--- src/rtl/alu_slice_pkg.sv ---
// shared constants and types for the 16-bit alu slice
package alu_slice_pkg;

    // ****************************************************************
    // datapath widths
    // ****************************************************************
    localparam int WORD_W  = 16;
    localparam int ADDR_W  = 4;
    localparam int DEPTH   = 16;
    localparam int FIELD_W = 3;

    // ****************************************************************
    // operand pair codes, instruction bits 2..0
    // ****************************************************************
    localparam logic [2:0] SRC_A_WITH_Q         = 3'h0;
    localparam logic [2:0] SRC_A_WITH_B         = 3'h1;
    localparam logic [2:0] SRC_ZERO_WITH_Q      = 3'h2;
    localparam logic [2:0] SRC_ZERO_WITH_B      = 3'h3;
    localparam logic [2:0] SRC_ZERO_WITH_A      = 3'h4;
    localparam logic [2:0] SRC_DIRECT_WITH_A    = 3'h5;
    localparam logic [2:0] SRC_DIRECT_WITH_Q    = 3'h6;
    localparam logic [2:0] SRC_DIRECT_WITH_ZERO = 3'h7;

    // ****************************************************************
    // alu function codes, instruction bits 5..3
    // ****************************************************************
    localparam logic [2:0] FN_R_PLUS_S    = 3'h0;
    localparam logic [2:0] FN_S_MINUS_R   = 3'h1;
    localparam logic [2:0] FN_R_MINUS_S   = 3'h2;
    localparam logic [2:0] FN_OR          = 3'h3;
    localparam logic [2:0] FN_AND         = 3'h4;
    localparam logic [2:0] FN_NOT_R_AND_S = 3'h5;
    localparam logic [2:0] FN_XOR         = 3'h6;
    localparam logic [2:0] FN_XNOR        = 3'h7;

    // ****************************************************************
    // destination codes, instruction bits 8..6
    // ****************************************************************
    localparam logic [2:0] DEST_Q_LOAD_ONLY         = 3'h0;
    localparam logic [2:0] DEST_NO_LOAD             = 3'h1;
    localparam logic [2:0] DEST_REGFILE_LOAD_OUT_A  = 3'h2;
    localparam logic [2:0] DEST_REGFILE_LOAD_OUT_F  = 3'h3;
    localparam logic [2:0] DEST_BOTH_SHIFT_DOWN     = 3'h4;
    localparam logic [2:0] DEST_REGFILE_SHIFT_DOWN  = 3'h5;
    localparam logic [2:0] DEST_BOTH_SHIFT_UP       = 3'h6;
    localparam logic [2:0] DEST_REGFILE_SHIFT_UP    = 3'h7;

    // ****************************************************************
    // register map and fields
    // ****************************************************************
    localparam int         AXI_ADDR_W        = 12;
    localparam logic [11:0] OFS_CTRL         = 12'h000;
    localparam logic [11:0] OFS_STATUS       = 12'h004;
    localparam logic [11:0] OFS_DEST_Q_LOAD_ONLY         = 12'h008;
    localparam int         CTRL_DRIVE_BIT    = 0;
    localparam logic       CTRL_DRIVE_RESET  = 1'b1;
    localparam logic [1:0] RESP_OKAY         = 2'h0;
    localparam logic [1:0] RESP_SLVERR       = 2'h2;

    typedef struct packed {
        logic [2:0] dest;
        logic [2:0] func;
        logic [2:0] src;
    } micro_word_t;

    // status word layout, bit 0 upward: carry, overflow, wired zero, sign
    typedef struct packed {
        logic sign;
        logic wired_zero;
        logic overflow;
        logic carry;
    } flags_t;

endpackage : alu_slice_pkg

--- src/rtl/alu_slice.sv ---
// 16-bit cascadable alu slice datapath with register bus
//
// Function
// - bits 2..0 pick operand pair R,S; zero means all-zero operand.
// - bits 5..3 pick add, two subtracts, or, and, and-not, xor, xnor.
// - codes 0..3: load Q, nothing, regfile with A out, regfile with F out.
// - codes 4,5 shift F down into regfile; code 4 shifts Q down too.
// - codes 6,7 shift F up into regfile; code 6 shifts Q up too.
// - codes 4,5 drive both lsb shift pins, codes 6,7 both msb pins; all other pins stay undriven, acting as inputs.
// - two independent read addresses; equal addresses give the same word.
// - regfile writes shifter output at the B address when enabled.
// - regfile write enable is active for destination codes 2 through 7.
// - regfile input picks F, F up or F down; ends take shift pins.
// - A and B words held stable through the cycle for the alu.
// - A feeds R, S and result mux; B feeds only S.
// - Q input picks F, Q up or Q down, pins at the ends.
// - Q updates on the rising clock edge.
// - slices chain through shift pins and carry; outside joins the ends.
// - result lines driven only while active-low output enable is low.
// - carry in has no effect on logical results.
// - overflow is carry into msb xor carry out of msb.
// - zero flag is open drain, released high when F is all zero.
module alu_slice (
    input  wire logic                      clk_i,
    input  wire logic                      nrst_i,
    input  wire logic [11:0]               axi_awaddr_i,
    input  wire logic                      axi_awvalid_i,
    output logic                           axi_awready_o,
    input  wire logic [31:0]               axi_wdata_i,
    input  wire logic [3:0]                axi_wstrb_i,
    input  wire logic                      axi_wvalid_i,
    output logic                           axi_wready_o,
    output logic [1:0]                     axi_bresp_o,
    output logic                           axi_bvalid_o,
    input  wire logic                      axi_bready_i,
    input  wire logic [11:0]               axi_araddr_i,
    input  wire logic                      axi_arvalid_i,
    output logic                           axi_arready_o,
    output logic [31:0]                    axi_rdata_o,
    output logic [1:0]                     axi_rresp_o,
    output logic                           axi_rvalid_o,
    input  wire logic                      axi_rready_i,
    input  wire alu_slice_pkg::micro_word_t micro_instruction_bits_i,
    input  wire logic [3:0]                a_addr_i,
    input  wire logic [3:0]                b_addr_i,
    input  wire logic [15:0]               direct_data_i,
    input  wire logic                      carry_in_i,
    input  wire logic                      result_oe_n_i,
    output logic [15:0]                    result_out_o,
    output logic                           result_out_oe_o,
    input  wire logic                      regfile_lsb_shift_pin_i,
    output logic                           regfile_lsb_shift_pin_o,
    output logic                           regfile_lsb_shift_pin_oe_o,
    input  wire logic                      regfile_msb_shift_pin_i,
    output logic                           regfile_msb_shift_pin_o,
    output logic                           regfile_msb_shift_pin_oe_o,
    input  wire logic                      dest_q_load_only_lsb_shift_pin_i,
    output logic                           dest_q_load_only_lsb_shift_pin_o,
    output logic                           dest_q_load_only_lsb_shift_pin_oe_o,
    input  wire logic                      dest_q_load_only_msb_shift_pin_i,
    output logic                           dest_q_load_only_msb_shift_pin_o,
    output logic                           dest_q_load_only_msb_shift_pin_oe_o,
    output logic                           carry_out_o,
    output logic                           overflow_flag_o,
    input  wire logic                      zero_flag_i,
    output logic                           zero_flag_o,
    output logic                           zero_flag_oe_o,
    output logic                           sign_o
);

    function automatic logic dest_down(input logic [2:0] d);
        return (d == alu_slice_pkg::DEST_BOTH_SHIFT_DOWN) || (d == alu_slice_pkg::DEST_REGFILE_SHIFT_DOWN);
    endfunction

    function automatic logic dest_up(input logic [2:0] d);
        return (d == alu_slice_pkg::DEST_BOTH_SHIFT_UP) || (d == alu_slice_pkg::DEST_REGFILE_SHIFT_UP);
    endfunction

    // ****************************************************************
    // operand selection
    // ****************************************************************
    logic [2:0]  dest;
    logic [15:0] rf [16];
    logic [15:0] a_word;
    logic [15:0] b_word;
    logic [15:0] q;
    logic [15:0] r_op;
    logic [15:0] s_op;
    logic [15:0] f;

    assign dest = micro_instruction_bits_i.dest;

    // words held while the cycle settles; write lands only at the edge
    assign a_word = rf[a_addr_i];
    assign b_word = rf[b_addr_i];

    always_comb begin
        r_op = '0;
        s_op = '0;
        case (micro_instruction_bits_i.src)
            alu_slice_pkg::SRC_A_WITH_Q:         begin r_op = a_word;        s_op = q;      end
            alu_slice_pkg::SRC_A_WITH_B:         begin r_op = a_word;        s_op = b_word; end
            alu_slice_pkg::SRC_ZERO_WITH_Q:      begin r_op = '0;            s_op = q;      end
            alu_slice_pkg::SRC_ZERO_WITH_B:      begin r_op = '0;            s_op = b_word; end
            alu_slice_pkg::SRC_ZERO_WITH_A:      begin r_op = '0;            s_op = a_word; end
            alu_slice_pkg::SRC_DIRECT_WITH_A:    begin r_op = direct_data_i; s_op = a_word; end
            alu_slice_pkg::SRC_DIRECT_WITH_Q:    begin r_op = direct_data_i; s_op = q;      end
            default:                             begin r_op = direct_data_i; s_op = '0;     end
        endcase
    end

    alu_core u_alu (
        .r_i             (r_op),
        .s_i             (s_op),
        .func_i          (micro_instruction_bits_i.func),
        .carry_in_i      (carry_in_i),
        .f_o             (f),
        .carry_out_o     (carry_out_o),
        .overflow_flag_o (overflow_flag_o)
    );

    // ****************************************************************
    // register file and q register
    // ****************************************************************
    logic        rf_we;
    logic [15:0] next_rf_word;
    logic [15:0] next_q;

    always_comb begin
        rf_we = dest >= alu_slice_pkg::DEST_REGFILE_LOAD_OUT_A;
        if (dest_down(dest)) begin
            next_rf_word = {regfile_msb_shift_pin_i, f[15:1]};
        end else if (dest_up(dest)) begin
            next_rf_word = {f[14:0], regfile_lsb_shift_pin_i};
        end else begin
            next_rf_word = f;
        end
        case (dest)
            alu_slice_pkg::DEST_Q_LOAD_ONLY:     next_q = f;
            alu_slice_pkg::DEST_BOTH_SHIFT_DOWN: next_q = {dest_q_load_only_msb_shift_pin_i, q[15:1]};
            alu_slice_pkg::DEST_BOTH_SHIFT_UP:   next_q = {q[14:0], dest_q_load_only_lsb_shift_pin_i};
            default:                             next_q = q;
        endcase
    end

    always_ff @(posedge clk_i or negedge nrst_i) begin
        if (!nrst_i) begin
            for (int i = 0; i < alu_slice_pkg::DEPTH; i++) begin
                rf[i] <= '0;
            end
            q <= '0;
        end else begin
            if (rf_we) begin
                rf[b_addr_i] <= next_rf_word;
            end
            q <= next_q;
        end
    end

    // ****************************************************************
    // pins and flags
    // ****************************************************************
    logic ctrl_drive;

    // A word out only for code 2
    // output enable, also gated by software
    assign result_out_o    = (dest == alu_slice_pkg::DEST_REGFILE_LOAD_OUT_A) ? a_word : f;
    assign result_out_oe_o = !result_oe_n_i && ctrl_drive;

    // end bits leave on pins for the neighbour slice
    assign regfile_lsb_shift_pin_o    = f[0];
    assign regfile_lsb_shift_pin_oe_o = dest_down(dest);
    assign regfile_msb_shift_pin_o    = f[15];
    assign regfile_msb_shift_pin_oe_o = dest_up(dest);
    assign dest_q_load_only_lsb_shift_pin_o       = q[0];
    assign dest_q_load_only_lsb_shift_pin_oe_o    = dest_down(dest);
    assign dest_q_load_only_msb_shift_pin_o       = q[15];
    assign dest_q_load_only_msb_shift_pin_oe_o    = dest_up(dest);

    // open drain, pulls low on nonzero
    assign zero_flag_o    = 1'b0;
    assign zero_flag_oe_o = |f;
    assign sign_o         = f[15];

    // ****************************************************************
    // register bus slave
    // ****************************************************************
    logic        zero_sync1;
    logic        zero_sync2;
    logic        aw_held;
    logic [11:0] aw_addr;
    logic        w_held;
    logic [31:0] w_data;
    logic [3:0]  w_strb;
    logic [1:0]  bresp;
    logic        bvalid;
    logic [31:0] rdata;
    logic [1:0]  rresp;
    logic        rvalid;
    logic        next_aw_held;
    logic [11:0] next_aw_addr;
    logic        next_w_held;
    logic [31:0] next_w_data;
    logic [3:0]  next_w_strb;
    logic [1:0]  next_bresp;
    logic        next_bvalid;
    logic [31:0] next_rdata;
    logic [1:0]  next_rresp;
    logic        next_rvalid;
    logic        next_ctrl_drive;
    logic        do_write;
    alu_slice_pkg::flags_t flags;

    assign flags = '{sign: f[15], wired_zero: zero_sync2, overflow: overflow_flag_o, carry: carry_out_o};

    assign axi_awready_o = !aw_held;
    assign axi_wready_o  = !w_held;
    assign axi_arready_o = !rvalid;
    assign axi_bvalid_o  = bvalid;
    assign axi_bresp_o   = bresp;
    assign axi_rvalid_o  = rvalid;
    assign axi_rresp_o   = rresp;
    assign axi_rdata_o   = rdata;

    always_comb begin
        next_aw_held    = aw_held;
        next_aw_addr    = aw_addr;
        next_w_held     = w_held;
        next_w_data     = w_data;
        next_w_strb     = w_strb;
        next_bresp      = bresp;
        next_bvalid     = bvalid && !axi_bready_i;
        next_rdata      = rdata;
        next_rresp      = rresp;
        next_rvalid     = rvalid && !axi_rready_i;
        next_ctrl_drive = ctrl_drive;
        do_write        = aw_held && w_held && (!bvalid || axi_bready_i);
        if (axi_awvalid_i && !aw_held) begin
            next_aw_held = 1'b1;
            next_aw_addr = axi_awaddr_i;
        end
        if (axi_wvalid_i && !w_held) begin
            next_w_held = 1'b1;
            next_w_data = axi_wdata_i;
            next_w_strb = axi_wstrb_i;
        end
        if (do_write) begin
            next_aw_held = 1'b0;
            next_w_held  = 1'b0;
            next_bvalid  = 1'b1;
            next_bresp   = alu_slice_pkg::RESP_OKAY;
            case ({aw_addr[11:2], 2'h0})
                alu_slice_pkg::OFS_CTRL: begin
                    if (w_strb[0]) begin
                        next_ctrl_drive = w_data[alu_slice_pkg::CTRL_DRIVE_BIT];
                    end
                end
                alu_slice_pkg::OFS_STATUS, alu_slice_pkg::OFS_DEST_Q_LOAD_ONLY: ;
                default: next_bresp = alu_slice_pkg::RESP_SLVERR;
            endcase
        end
        if (axi_arvalid_i && !rvalid) begin
            next_rvalid = 1'b1;
            next_rresp  = alu_slice_pkg::RESP_OKAY;
            case ({axi_araddr_i[11:2], 2'h0})
                alu_slice_pkg::OFS_CTRL:   next_rdata = {31'h00000000, ctrl_drive};
                alu_slice_pkg::OFS_STATUS: next_rdata = {28'h0000000, flags};
                alu_slice_pkg::OFS_DEST_Q_LOAD_ONLY:   next_rdata = {16'h0000, q};
                default: begin
                    next_rdata = '0;
                    next_rresp = alu_slice_pkg::RESP_SLVERR;
                end
            endcase
        end
    end

    always_ff @(posedge clk_i or negedge nrst_i) begin
        if (!nrst_i) begin
            zero_sync1 <= 1'b0;
            zero_sync2 <= 1'b0;
            aw_held    <= 1'b0;
            aw_addr    <= '0;
            w_held     <= 1'b0;
            w_data     <= '0;
            w_strb     <= '0;
            bresp      <= alu_slice_pkg::RESP_OKAY;
            bvalid     <= 1'b0;
            rdata      <= '0;
            rresp      <= alu_slice_pkg::RESP_OKAY;
            rvalid     <= 1'b0;
            ctrl_drive <= alu_slice_pkg::CTRL_DRIVE_RESET;
        end else begin
            zero_sync1 <= zero_flag_i;
            zero_sync2 <= zero_sync1;
            aw_held    <= next_aw_held;
            aw_addr    <= next_aw_addr;
            w_held     <= next_w_held;
            w_data     <= next_w_data;
            w_strb     <= next_w_strb;
            bresp      <= next_bresp;
            bvalid     <= next_bvalid;
            rdata      <= next_rdata;
            rresp      <= next_rresp;
            rvalid     <= next_rvalid;
            ctrl_drive <= next_ctrl_drive;
        end
    end
endmodule // alu_slice

--- src/rtl/alu_core.sv ---
// eight-function alu with carry and overflow
module alu_core (
    input  wire logic [15:0] r_i,
    input  wire logic [15:0] s_i,
    input  wire logic [2:0]  func_i,
    input  wire logic        carry_in_i,
    output logic      [15:0] f_o,
    output logic             carry_out_o,
    output logic             overflow_flag_o
);

    logic [16:0] sum;
    logic [15:0] op_a;
    logic [15:0] op_b;
    logic        arith;

    always_comb begin
        op_a  = r_i;
        op_b  = s_i;
        arith = 1'b1;
        f_o   = '0;
        case (func_i)
            alu_slice_pkg::FN_R_PLUS_S: begin
                op_a = r_i;
                op_b = s_i;
            end
            alu_slice_pkg::FN_S_MINUS_R: begin
                op_a = s_i;
                op_b = ~r_i;
            end
            alu_slice_pkg::FN_R_MINUS_S: begin
                op_a = r_i;
                op_b = ~s_i;
            end
            default: begin
                arith = 1'b0;
            end
        endcase
        sum = {1'b0, op_a} + {1'b0, op_b} + {16'h0000, carry_in_i};
        case (func_i)
            alu_slice_pkg::FN_OR:          f_o = r_i | s_i;
            alu_slice_pkg::FN_AND:         f_o = r_i & s_i;
            alu_slice_pkg::FN_NOT_R_AND_S: f_o = ~r_i & s_i;
            alu_slice_pkg::FN_XOR:         f_o = r_i ^ s_i;
            alu_slice_pkg::FN_XNOR:        f_o = ~(r_i ^ s_i);
            default:                       f_o = sum[15:0];
        endcase
        carry_out_o     = arith & sum[16];
        // carry into msb xor carry out
        overflow_flag_o = arith & (sum[16] ^ (sum[15] ^ op_a[15] ^ op_b[15]));
    end

endmodule // alu_core

--- config.mk ---
export PLATFORM = sky130hd
export DESIGN_NAME = alu_slice
export DESIGN_NICKNAME = d
export VERILOG_FILES = /design/src/rtl/alu_slice_pkg.sv /design/src/rtl/alu_slice.sv /design/src/rtl/alu_core.sv
export SDC_FILE = /design/constraint.sdc
export NUM_CORES = 1
export LEC_CHECK = 0
export BUFFER_PORTS_ARGS = -buffer_cell sky130_fd_sc_hd__clkbuf_2
export CAP_MARGIN = 5
export CORE_MARGIN = 3
export CORE_UTILIZATION = 60
export CTS_CLUSTER_SIZE = 20
export DETAILED_ROUTE_END_ITERATION = 7
export GPL_TIMING_DRIVEN = 0
export PLACE_DENSITY = 0.8
export SYNTH_ARGS = -nofsm -noshare
export SYNTH_HDL_FRONTEND = slang
export SYNTH_HIERARCHICAL = 1
export SYNTH_SLANG_ARGS = --single-unit
--- constraint.sdc ---
create_clock -name clk_i -period 10.75 [get_ports clk_i]
set_input_delay 0.5375 -clock clk_i [delete_from_list [all_inputs] [get_ports clk_i]]
set_output_delay 0.5375 -clock clk_i [all_outputs]
set_load 0.005 [all_outputs]
## After elaboration in Yosys (flattened, before gate mapping)

Index checks and enable logic that the tools add are counted.
Widths: inputs -> output; s select.

- Flip-flop bits (word level): 329
- Bits in latches: 0
- Bits in writable memories: 0
- Memory bits (read-only): 0
- Bits of input ports: 107
- Output and inout bits: 71
- Logic and storage cells: 137
- Memories: 0

- Add/sub/neg operators: 2
- Multiply operators: 0
- Divide/modulo/power cells: 0
- Order comparisons: 4
- Equal/unequal tests: 22
- Shift-type cells: 0
- Multiplexer cells: 28
- Bitwise logic cells: 14
- Reductions and logical operators: 37

Operators by type and width:

| kind | number |
|---|---|
| $bwmux 256 | 1 |
| $mux 16 | 9 |
| $pmux 16 s3 | 3 |
| $bmux 16 s4 | 2 |
| $pmux 16 s5 | 1 |
| $demux 16 s4 | 1 |
| $pmux 16 s2 | 2 |
| $not 16->16 | 3 |
| $eq 3x3->1 const B | 11 |
| $and 16x16->16 | 2 |
| $eq 10x1->1 const B | 2 |
| $eq 10x2->1 const B | 2 |
| $logic_not 10->1 | 2 |
| $add 16x16->17 | 1 |
| $add 17x1->17 | 1 |
| $or 16x16->16 | 1 |
| $reduce_or 16->1 | 1 |
| $xor 16x16->16 | 1 |
| $eq 3x2->1 const B | 5 |
| $reduce_or 3->1 | 5 |
| $ge 5x5->1 const B | 2 |
| $not 4->5 | 2 |
| $logic_and 1x1->1 | 9 |
| $logic_not 3->1 | 3 |
| 13 further kinds | 35 |

## Longest topological paths before layout

Gate-level depths: netlist of run 1.

- Depth in word-level cells: 14
- Gate-level depth with buffers: 24
- Mapped depth without buffers: 20

## Modules after synthesis

Netlist of run 1, hierarchy kept.

Modules (own cells, without submodules):

| module | times used | cells an instance | area an instance (µm²) | seq. area each (µm²) |
|---|---|---|---|---|
| alu_slice | 1 | 1629 | 16811.1 | 7733.7 |
| alu_core | 1 | 360 | 2378.5 | 0.0 |

## Least setup slack after synthesis of run 1

OpenSTA, ideal clock, no wires.

- Path type: input-to-reg
- Start point: input port b_addr_i[1]
- End point: register rf[109] (netlist name)
- Library setup time: 0.133 ns
- Arrival time: 4.830 ns
- Data required time: 10.617 ns
- Path slack: 5.787 ns
- Cell stages on the path: 20
- Buffers on the path: 3
- Cell sequence: clkbuf_1 > clkbuf_1 > mux4_2 > a22oi_1 > o211ai_1 > o22ai_1 > a31oi_1 > fa_1 > fa_1 > and2b_1 > o2111ai_1 > a21o_1 > a31oi_1 > xnor2_1 > a21oi_1 > mux2i_1 > nor2_1 > a21oi_1 > clkbuf_1 > o21ai_0

- Longest elaborated chain between the ends: 13
- Elaborated cells between the ends (all ways): 24
- Classes of those cells: 2 x add/sub; 2 x order compare; 12 x mux; 7 x bitwise; 1 x reduce/logical

RTL lines:

| element | RTL line | source |
|---|---|---|
| start: declaration | alu_slice.sv:45 | `input wire logic [3:0] b_addr_i,` |
| $not 4->5 (implied by the code) * | alu_slice.sv:95 | `assign b_word = rf[b_addr_i];` |
| $bmux 16 s4 * | alu_slice.sv:95 |  |
| $mux 16 (implied by the code) * (2 in a row) | alu_slice.sv:95 |  |
| $pmux 16 s3 * | alu_slice.sv:100 | `case (micro_instruction_bits_i.src)` |
| named net s_op[0] | alu_slice.sv:88 | `logic [15:0] s_op;` |
| $not 16->16 | alu_core.sv:33 | `op_b = ~s_i;` |
| $pmux 16 s2 | alu_core.sv:22 | `case (func_i)` |
| $add 16x16->17 * | alu_core.sv:39 | `sum = {1'b0, op_a} + {1'b0, op_b} + {16'h0000, carry_in_i};` |
| $add 17x1->17 * | alu_core.sv:39 |  |
| $pmux 16 s5 * | alu_core.sv:40 | `case (func_i)` |
| named net f[12] | alu_slice.sv:89 | `logic [15:0] f;` |
| $mux 16 * | alu_slice.sv:133 | `end else if (dest_up(dest)) begin` |
| $mux 16 * | alu_slice.sv:131 | `if (dest_down(dest)) begin` |
| $bwmux 256 * | alu_slice.sv:154 | `rf[b_addr_i] <= next_rf_word;` |
| end signal: indexed assignment | alu_slice.sv:154 |  |
| end: declaration | alu_slice.sv:83 | `logic [15:0] rf [16];` |

The timed path passes the listed nets; every way through them passes the cells marked *. The select of a mux whose other input is x is not followed.
A chain may end at the register's enable or synchronous reset.

## Final worst setup path of run 1

- Start point: input port a_addr_i[1]
- End point: register rf[43] (netlist name)

- Longest elaborated chain between the ends: 13
- Elaborated cells between the ends (all ways): 21
- Classes of those cells: 2 x add/sub; 11 x mux; 8 x bitwise

RTL lines:

| element | RTL line | source |
|---|---|---|
| start: declaration | alu_slice.sv:44 | `input wire logic [3:0] a_addr_i,` |
| $not 4->5 (implied by the code) * | alu_slice.sv:94 | `assign a_word = rf[a_addr_i];` |
| $bmux 16 s4 * | alu_slice.sv:94 |  |
| $mux 16 (implied by the code) * (2 in a row) | alu_slice.sv:94 |  |
| $pmux 16 s2 * | alu_slice.sv:100 |  |
| named net r_op[7] | alu_slice.sv:87 | `logic [15:0] r_op;` |
| $not 16->16 | alu_core.sv:29 | `op_b = ~r_i;` |
| $pmux 16 s2 | alu_core.sv:22 |  |
| $add 16x16->17 * | alu_core.sv:39 |  |
| $add 17x1->17 * | alu_core.sv:39 |  |
| $pmux 16 s5 * | alu_core.sv:40 |  |
| named net f[10] | alu_slice.sv:89 |  |
| $mux 16 * | alu_slice.sv:133 |  |
| $mux 16 * | alu_slice.sv:131 |  |
| $bwmux 256 * | alu_slice.sv:154 |  |

Marks and branches as above.

==> results of run 1 <==
registers in the layout, summed over array words and instances (netlist names):
name	cells
q	16
w_data	1
rf	256
zero_sync1	1
zero_sync2	1
axi_rvalid_o	1
w_held	1
ctrl_drive	1
axi_rresp_o	1
w_strb	1
axi_bvalid_o	1
aw_addr	10
axi_rdata_o	16
axi_bresp_o	1
aw_held	1
worst max-delay path: stages:
cell	delay (ps)
clkbuf_2	210
buf_2	410
buf_1	680
nor2_1	130
a221oi_1	930
mux2i_1	330
o21ai_1	530
inv_1	150
a22oi_1	180
o21ai_0	120
ha_1	380
a21o_1	240
o211a_1	220
o311ai_0	610
a222oi_1	450
mux2i_1	270
nor2_1	60
a21oi_1	700
clkbuf_1	580
o21ai_0	230
through the flow:
stage                     utilization  instances  setup slack (ps)  cell area [um2]
after global placement         0.6536       2514              2770            20310
after floorplan                     -       2007              5787            19260
after CTS                      0.6924       2576              3697            21510
after global routing           0.6924       2576              3163            21510
after detailed placement       0.6559       2517              3229            20380
final                          0.6924       2576              3141            21510
cell usage after synthesis, drive strengths merged (5+ instances only):
master  number  area [um2]
a22oi       81       608.1
and3         8       51.30
mux2        38       427.9
a21oi       71       355.3
mux4        84        1978
o22ai       15       93.84
nand3       18       90.09
a31oi        9       56.30
nor3        11       71.32
xor2        21       183.9
o21ai      345        1727
o22a         5       43.79
a221oi      20       175.2
nor2        67       251.5
a211o       14       122.6
dfrtp      308        7707
nor2b       16       100.1
ha          31       387.9
xnor2       16       140.1
buf         78       560.5
a22o        41       359.1
nand2b      12       77.58
inv         47       176.4
a21o         8       60.06
nor4         8       50.05
nand2      339        1272
clkbuf     104       391.6
mux2i      111        1111
o211ai       5       37.54
metal layers:
layer | vias up | GRT usage | share of wire
met5 | - | 0 | 0.00030
met1 | 8873 | 0.5597 | 0.34
met2 | 1646 | 0.6814 | 0.43
met3 | 437 | 0.1610 | 0.15
met4 | 4 | 0.2842 | 0.082
li1 | 7579 | - | -
logic make-up after synthesis:
logic type,Yosys count,synth area share
mux,233,0.1833
flops,309,0.4030
buf+inv,229,0.05881
other cells,1,0.0001954
simple gates,502,0.1111
xor+xnor,38,0.01806
compound gates,644,0.2032
fa+ha+maj,33,0.02230
cell type report:
class | count | share of cell area
flip-flops and latches | 309 | 0.3595
plain buffers | 182 | 0.04426
multi-input cells | 1469 | 0.4832
well taps | 396 | 0.02303
clock buffers | 54 | 0.04833
inverters | 47 | 0.008201
clock inverters | 5 | 0.004362
repair buffers | 114 | 0.02914
power breakdown:
| part | leakage (nW) | total, mW | internal (mW) | switching, mW |
|---|---|---|---|---|
| clock | 0.552 | 1.21 | 0.715 | 0.495 |
| sequential | 3.94 | 1.80 | 1.49 | 0.305 |
| combinational | 5.31 | 1.52 | 0.605 | 0.916 |
worst paths after layout:
check                             from             end  slack, ps
max                        a_addr_i[1]          rf[43]       3140
min                             nrst_i         rf[107]         90
max reg2reg                     rf[85]          rf[43]       3610
min reg2reg                 zero_sync1      zero_sync2        350
max in group asynchronous       nrst_i  axi_rdata_o[1]       9570
min in group clk_i         zero_flag_i      zero_sync1        120
==> results.py, run 1 <==
metrics = {
    "run_status": {
        "status": "finished, final reports clean",
    },
    "sta": {
        "rsz0062_at_grt": "no",
        "final.setup.tns_ps": 0,
        "tightest_slew_ps": 1427,
        "holdWs_ps": 92.15,
        "fin_crit_sh": 0.7079,
        "slew_headroom": 0.04135,
        "fin_worst_skew_ps": 26.17,
        "finalMaxSlewViolations": 0,
        "setup_viol_count_final": 0,
        "min_period_ps": 7609,
        "hold_viol_final": 0,
        "fmax_mhz": 131.4,
    },
    "logic_synthesis": {
        "synth_area_um2": 19190,
        "synth-edff-count": 0,
        "synth-async-reset-ratio": 1.000,
        "yosysWarnings": 6,
        "yosysSeqAreaShare": 0.4030,
        "ys_ff_latch": 309,
        "synth_area_per_cell_um2": 9.648,
        "ys.flop_type": "dfrtp_1",
        "syn_inst": 1989,
        "ys_types": 72,
    },
    "place": {
        "dp_hpwl_um": 55150,
        "gp_congestion": 1.019,
        "io_buffers": 111,
    },
    "routing": {
        "ant_nets": 0,
        "wl_um": 77520,
        "via_per_inst": 7.197,
        "remaining_drc_errors": 0,
        "wl_per_cell_um": 30.09,
        "vias": 18540,
        "first_pass_iters": 6,
        "dr.first_iter.drc_count": 2753,
    },
    "cts": {
        "post_cts_resized": 0,
        "clk_latency_ps": 540,
        "clk_pin_slew_ps": 60,
        "postCtsSetupRepairBufs": 0,
        "cts_num_sinks": 309,
        "numCtsBuffers": 35,
        "postCtsHoldBufs": 0,
        "root_buffer": "clkbuf_16",
        "cts.path.max_buffers": 3,
        "cts-htree-levels": 2,
        "cts_tree": "built",
    },
    "cells_and_area": {
        "area_growth_pct": 12.11,
        "multi_input_area_um2": 10400,
        "layout_common_cells": "nand2_1, o21ai_0, dfrtp_1, clkbuf_1",
        "layout-drive-gt1-share": 0.1596,
        "register_area_um2": 7734,
        "antenna_cells": 0,
        "final.fill_count": 2392,
        "layout_commonest_cell": "nand2_1",
        "fin_nets": 2298,
    },
    "power": {
        "ir_drop_v": 0.0001640,
        "power_mw": 4.529,
        "cellPowerDensity_nw_per_um2": 210.5,
        "p_leak_nw": 9.805,
    },
    "die": {
        "fp.dieArea_um2": 34160,
        "start_util": 0.6176,
        "ioPinCount": 178,
        "rows": 64,
        "dieWidth_um": 184.8,
        "coreArea_um2": 31070,
        "die_h_um": 184.8,
    },
    "critical_path": {
        "path_max_fanout": 10,
        "cp-start-kind": "input pin",
        "cp_data_arrival_time_ps": 7980,
        "end_kind": "register",
        "critical_path_class": "input pin to register",
        "critical_path_required_ps": 11120,
        "rr_worst_depth": 19,
    },
    "global_route": {
        "grt_util_all_layers": 0.4527,
        "grt_antenna_before_repair": 3,
        "grt_pass1_vias": 18090,
        "grt_pass1_wl_um": 113900,
        "gr-total-overflow": 0,
        "grt_start_max_net_pins": 117,
    },
    "min_path": {
        "hold_class": "input pin to async pin",
    },
    "flow_run": {
        "cap_violations": 0,
    },
}
Note: power is estimated with default switching activity, not from simulation.
==> run 2: changes to the inputs <==
Settings changed: CORE_UTILIZATION 60 to 55, PLACE_DENSITY 0.8 to 0.78.
Clock period 10.75 ns to 6.1 ns, I/O delays scaled along.
==> run 2 against run 1 <==
- the flow now finishes with violations (DRC)
- wire length decreased by 3.6%
- hold slack lost 68 ps
- utilization fell by 4.8 points
- clock-buffer cell count rose by 1
- die area increased by 8.8%
==> results.py, run 2 (same netlist as run 1, synthesis figures left out) <==
metrics = {
    "sta": {
        "setup_viol_count_final": 0,
        "worst_slack_ps": 75.89,
        "min_period_ps": 6024,
        "tightest_slew_ps": 1385,
        "fin_crit_sh": 0.9876,
        "slew_headroom": 0.07700,
        "fmax_mhz": 166.0,
        "fin_worst_skew_ps": 31.40,
        "hold_viol_final": 0,
        "finalMaxSlewViolations": 0,
        "final.setup.tns_ps": 0,
    },
    "run_status": {
        "violations": "DRC",
        "status": "finished with violations",
    },
    "flow_run": {
        "cap_violations": 0,
    },
    "global_route": {
        "gr-total-overflow": 0,
        "grt_antenna_before_repair": 4,
        "grt_util_all_layers": 0.4023,
        "grt_pass1_vias": 17610,
        "grt_pass1_wl_um": 110100,
        "grt_start_max_net_pins": 117,
    },
    "place": {
        "gp_congestion": 1.086,
        "io_buffers": 111,
        "place_ws_ps": -1385,
        "dp_hpwl_um": 54060,
    },
    "min_path": {
        "worst_hold_startpoint": "axi_awaddr_i[11]",
        "hold_path_depth": 2,
        "hold_end": "aw_addr[11]",
        "hold_class": "input pin to register",
    },
    "critical_path": {
        "critical_path_class": "input pin to output port",
        "path_max_fanout": 10,
        "end_kind": "output port",
        "cp_data_arrival_time_ps": 5720,
        "critical_path_required_ps": 5790,
        "reg2reg_slack_ps": 130,
        "cp-start-kind": "input pin",
        "rr_worst_depth": 18,
        "r2r_end": "rf[159]",
        "r2r-start": "rf[240]",
    },
    "cells_and_area": {
        "layout_common_cells": "nand2_1, o21ai_0, dfrtp_1, clkbuf_2, mux2i_1",
        "fin_nets": 2302,
        "layout-drive-gt1-share": 0.1815,
        "largest_register_ffs": 256,
        "area_growth_pct": 14.10,
        "layout_commonest_cell": "nand2_1",
        "largest-register": "rf",
    },
    "power": {
        "power_mw": 8.005,
        "p_clk_frac": 0.263,
        "switching_power_mw": 3.029,
        "power_frac_seq": 0.395,
        "cellPowerDensity_nw_per_um2": 365.6,
        "p_int_mw": 4.976,
        "combPwrFrac": 0.342,
        "sw_frac_of_total": 0.3784,
        "ir_drop_v": 0.0002561,
        "p_leak_nw": 9.931,
    },
    "die": {
        "fp.dieArea_um2": 37170,
        "ioPinCount": 178,
        "rows": 67,
        "dieWidth_um": 192.8,
        "coreArea_um2": 33950,
        "start_util": 0.5652,
        "die_h_um": 192.8,
    },
    "cts": {
        "cts_num_sinks": 309,
        "numCtsBuffers": 35,
        "cts_tree": "built",
        "clk_pin_slew_ps": 60,
        "clk_latency_ps": 530,
        "cts-htree-levels": 2,
        "root_buffer": "clkbuf_16",
        "cts.path.max_buffers": 3,
    },
    "routing": {
        "via_per_inst": 6.890,
        "wl_per_cell_um": 28.36,
        "dr.max_layer_used": "met5",
        "vias": 18160,
        "wl_um": 74760,
        "route.met2.wl_um": 32170,
        "wl_met3_um": 10040,
        "dr.first_iter.drc_count": 2903,
        "remaining_drc_errors": 14,
        "first_pass_iters": 8,
        "met1_length_um": 26860,
        "ant_nets": 0,
    },
}
## run 2: cell count changes in the layout (fill, tap and decap cells not counted), sizes merged
cell and change:
buf +1, bufinv -1, diode +1, clkinvlp +1
clkbuf +1, clkinv +2, dlygate4sd3 +3
## run 2: cell type report
cell class / count / area, um2
Timing Repair Buffer: 118 / 664.4
Fill cell: 2802 / 12060
Antenna cell: 1 / 2.502
Clock buffer: 55 / 1064
Clock inverter: 7 / 77.57
Multi-Input combinational cell: 1469 / 10650
Sequential cell: 309 / 7734
Inverter: 47 / 176.4
Buffer: 182 / 968.4
Tap cell: 448 / 560.5
## run 2: worst max path at each step
stage | startpoint | endpoint | slack, ps | cells after the start
final | a_addr_i[1] | zero_flag_oe_o | 80 | 19
after global routing | b_addr_i[1] | rf[57] | -5 | 25
after CTS | a_addr_i[1] | rf[14] | 40 | 22
after detailed placement | a_addr_i[2] | rf[57] | -1390 | 21
after global placement | nrst_i | axi_rvalid_o | -1730 | 1
after floorplan | b_addr_i[1] | rf[109] | 1370 | 20
## run 2: worst max-delay path, cell delays in order
cell and delay, ps:
clkbuf_2 230, buf_2 410, buf_2 420, nor2_1 110
a22oi_1 300, and3_1 360, o21ai_1 260, o22ai_1 230
a31oi_1 70, fa_1 440, fa_1 430, and2b_1 250
o2111ai_1 220, a21o_1 260, a31oi_1 330, o211ai_1 400
nor4_1 370, nand4_1 140, clkbuf_2 140
## run 2: metal layers
layer | up-vias | track usage
met5 | - | 0.02060
met4 | 4 | 0.2225
met3 | 378 | 0.1281
met2 | 1422 | 0.6085
met1 | 8771 | 0.5129
li1 | 7587 | -
## run 2: what timing repair did
| action | CTS | global route |
|---|---|---|
| hold endpoints to repair | 84 | 0 |
| buffers inserted | 1 | 0 |
| endpoints found under the setup margin | 129 | 125 |
| cloned | 0 | 0 |
| hold buffers | 3 | 0 |
| pin swaps | 1 | 0 |
| resized for setup | 20 | 54 |
## run 2: metrics by stage
| step | cells | hold WS (ps) | util | cell area [um2] |
|---|---|---|---|---|
| global route | 2636 | 16.80 | 0.6449 | 21890 |
| floorplan | 2007 | 9.409 | - | 19260 |
| CTS | 2635 | 19.27 | 0.6399 | 21730 |
| finish | 2636 | 24.29 | 0.6449 | 21890 |
| detailed placement | 2569 | 337.3 | 0.6022 | 20440 |
| global placement | 2566 | 336.3 | 0.6001 | 20370 |
## run 2: power groups by stage
stage | clock (mW) | sequential (mW) | combinational, mW
CTS | 2.10 | 3.12 | 2.59
floorplan | 0 | 2.96 | 1.72
finish | 2.10 | 3.16 | 2.74
global route | 2.20 | 3.20 | 2.95
global placement | 0 | 3.11 | 2.46
detailed placement | 0 | 3.15 | 2.54
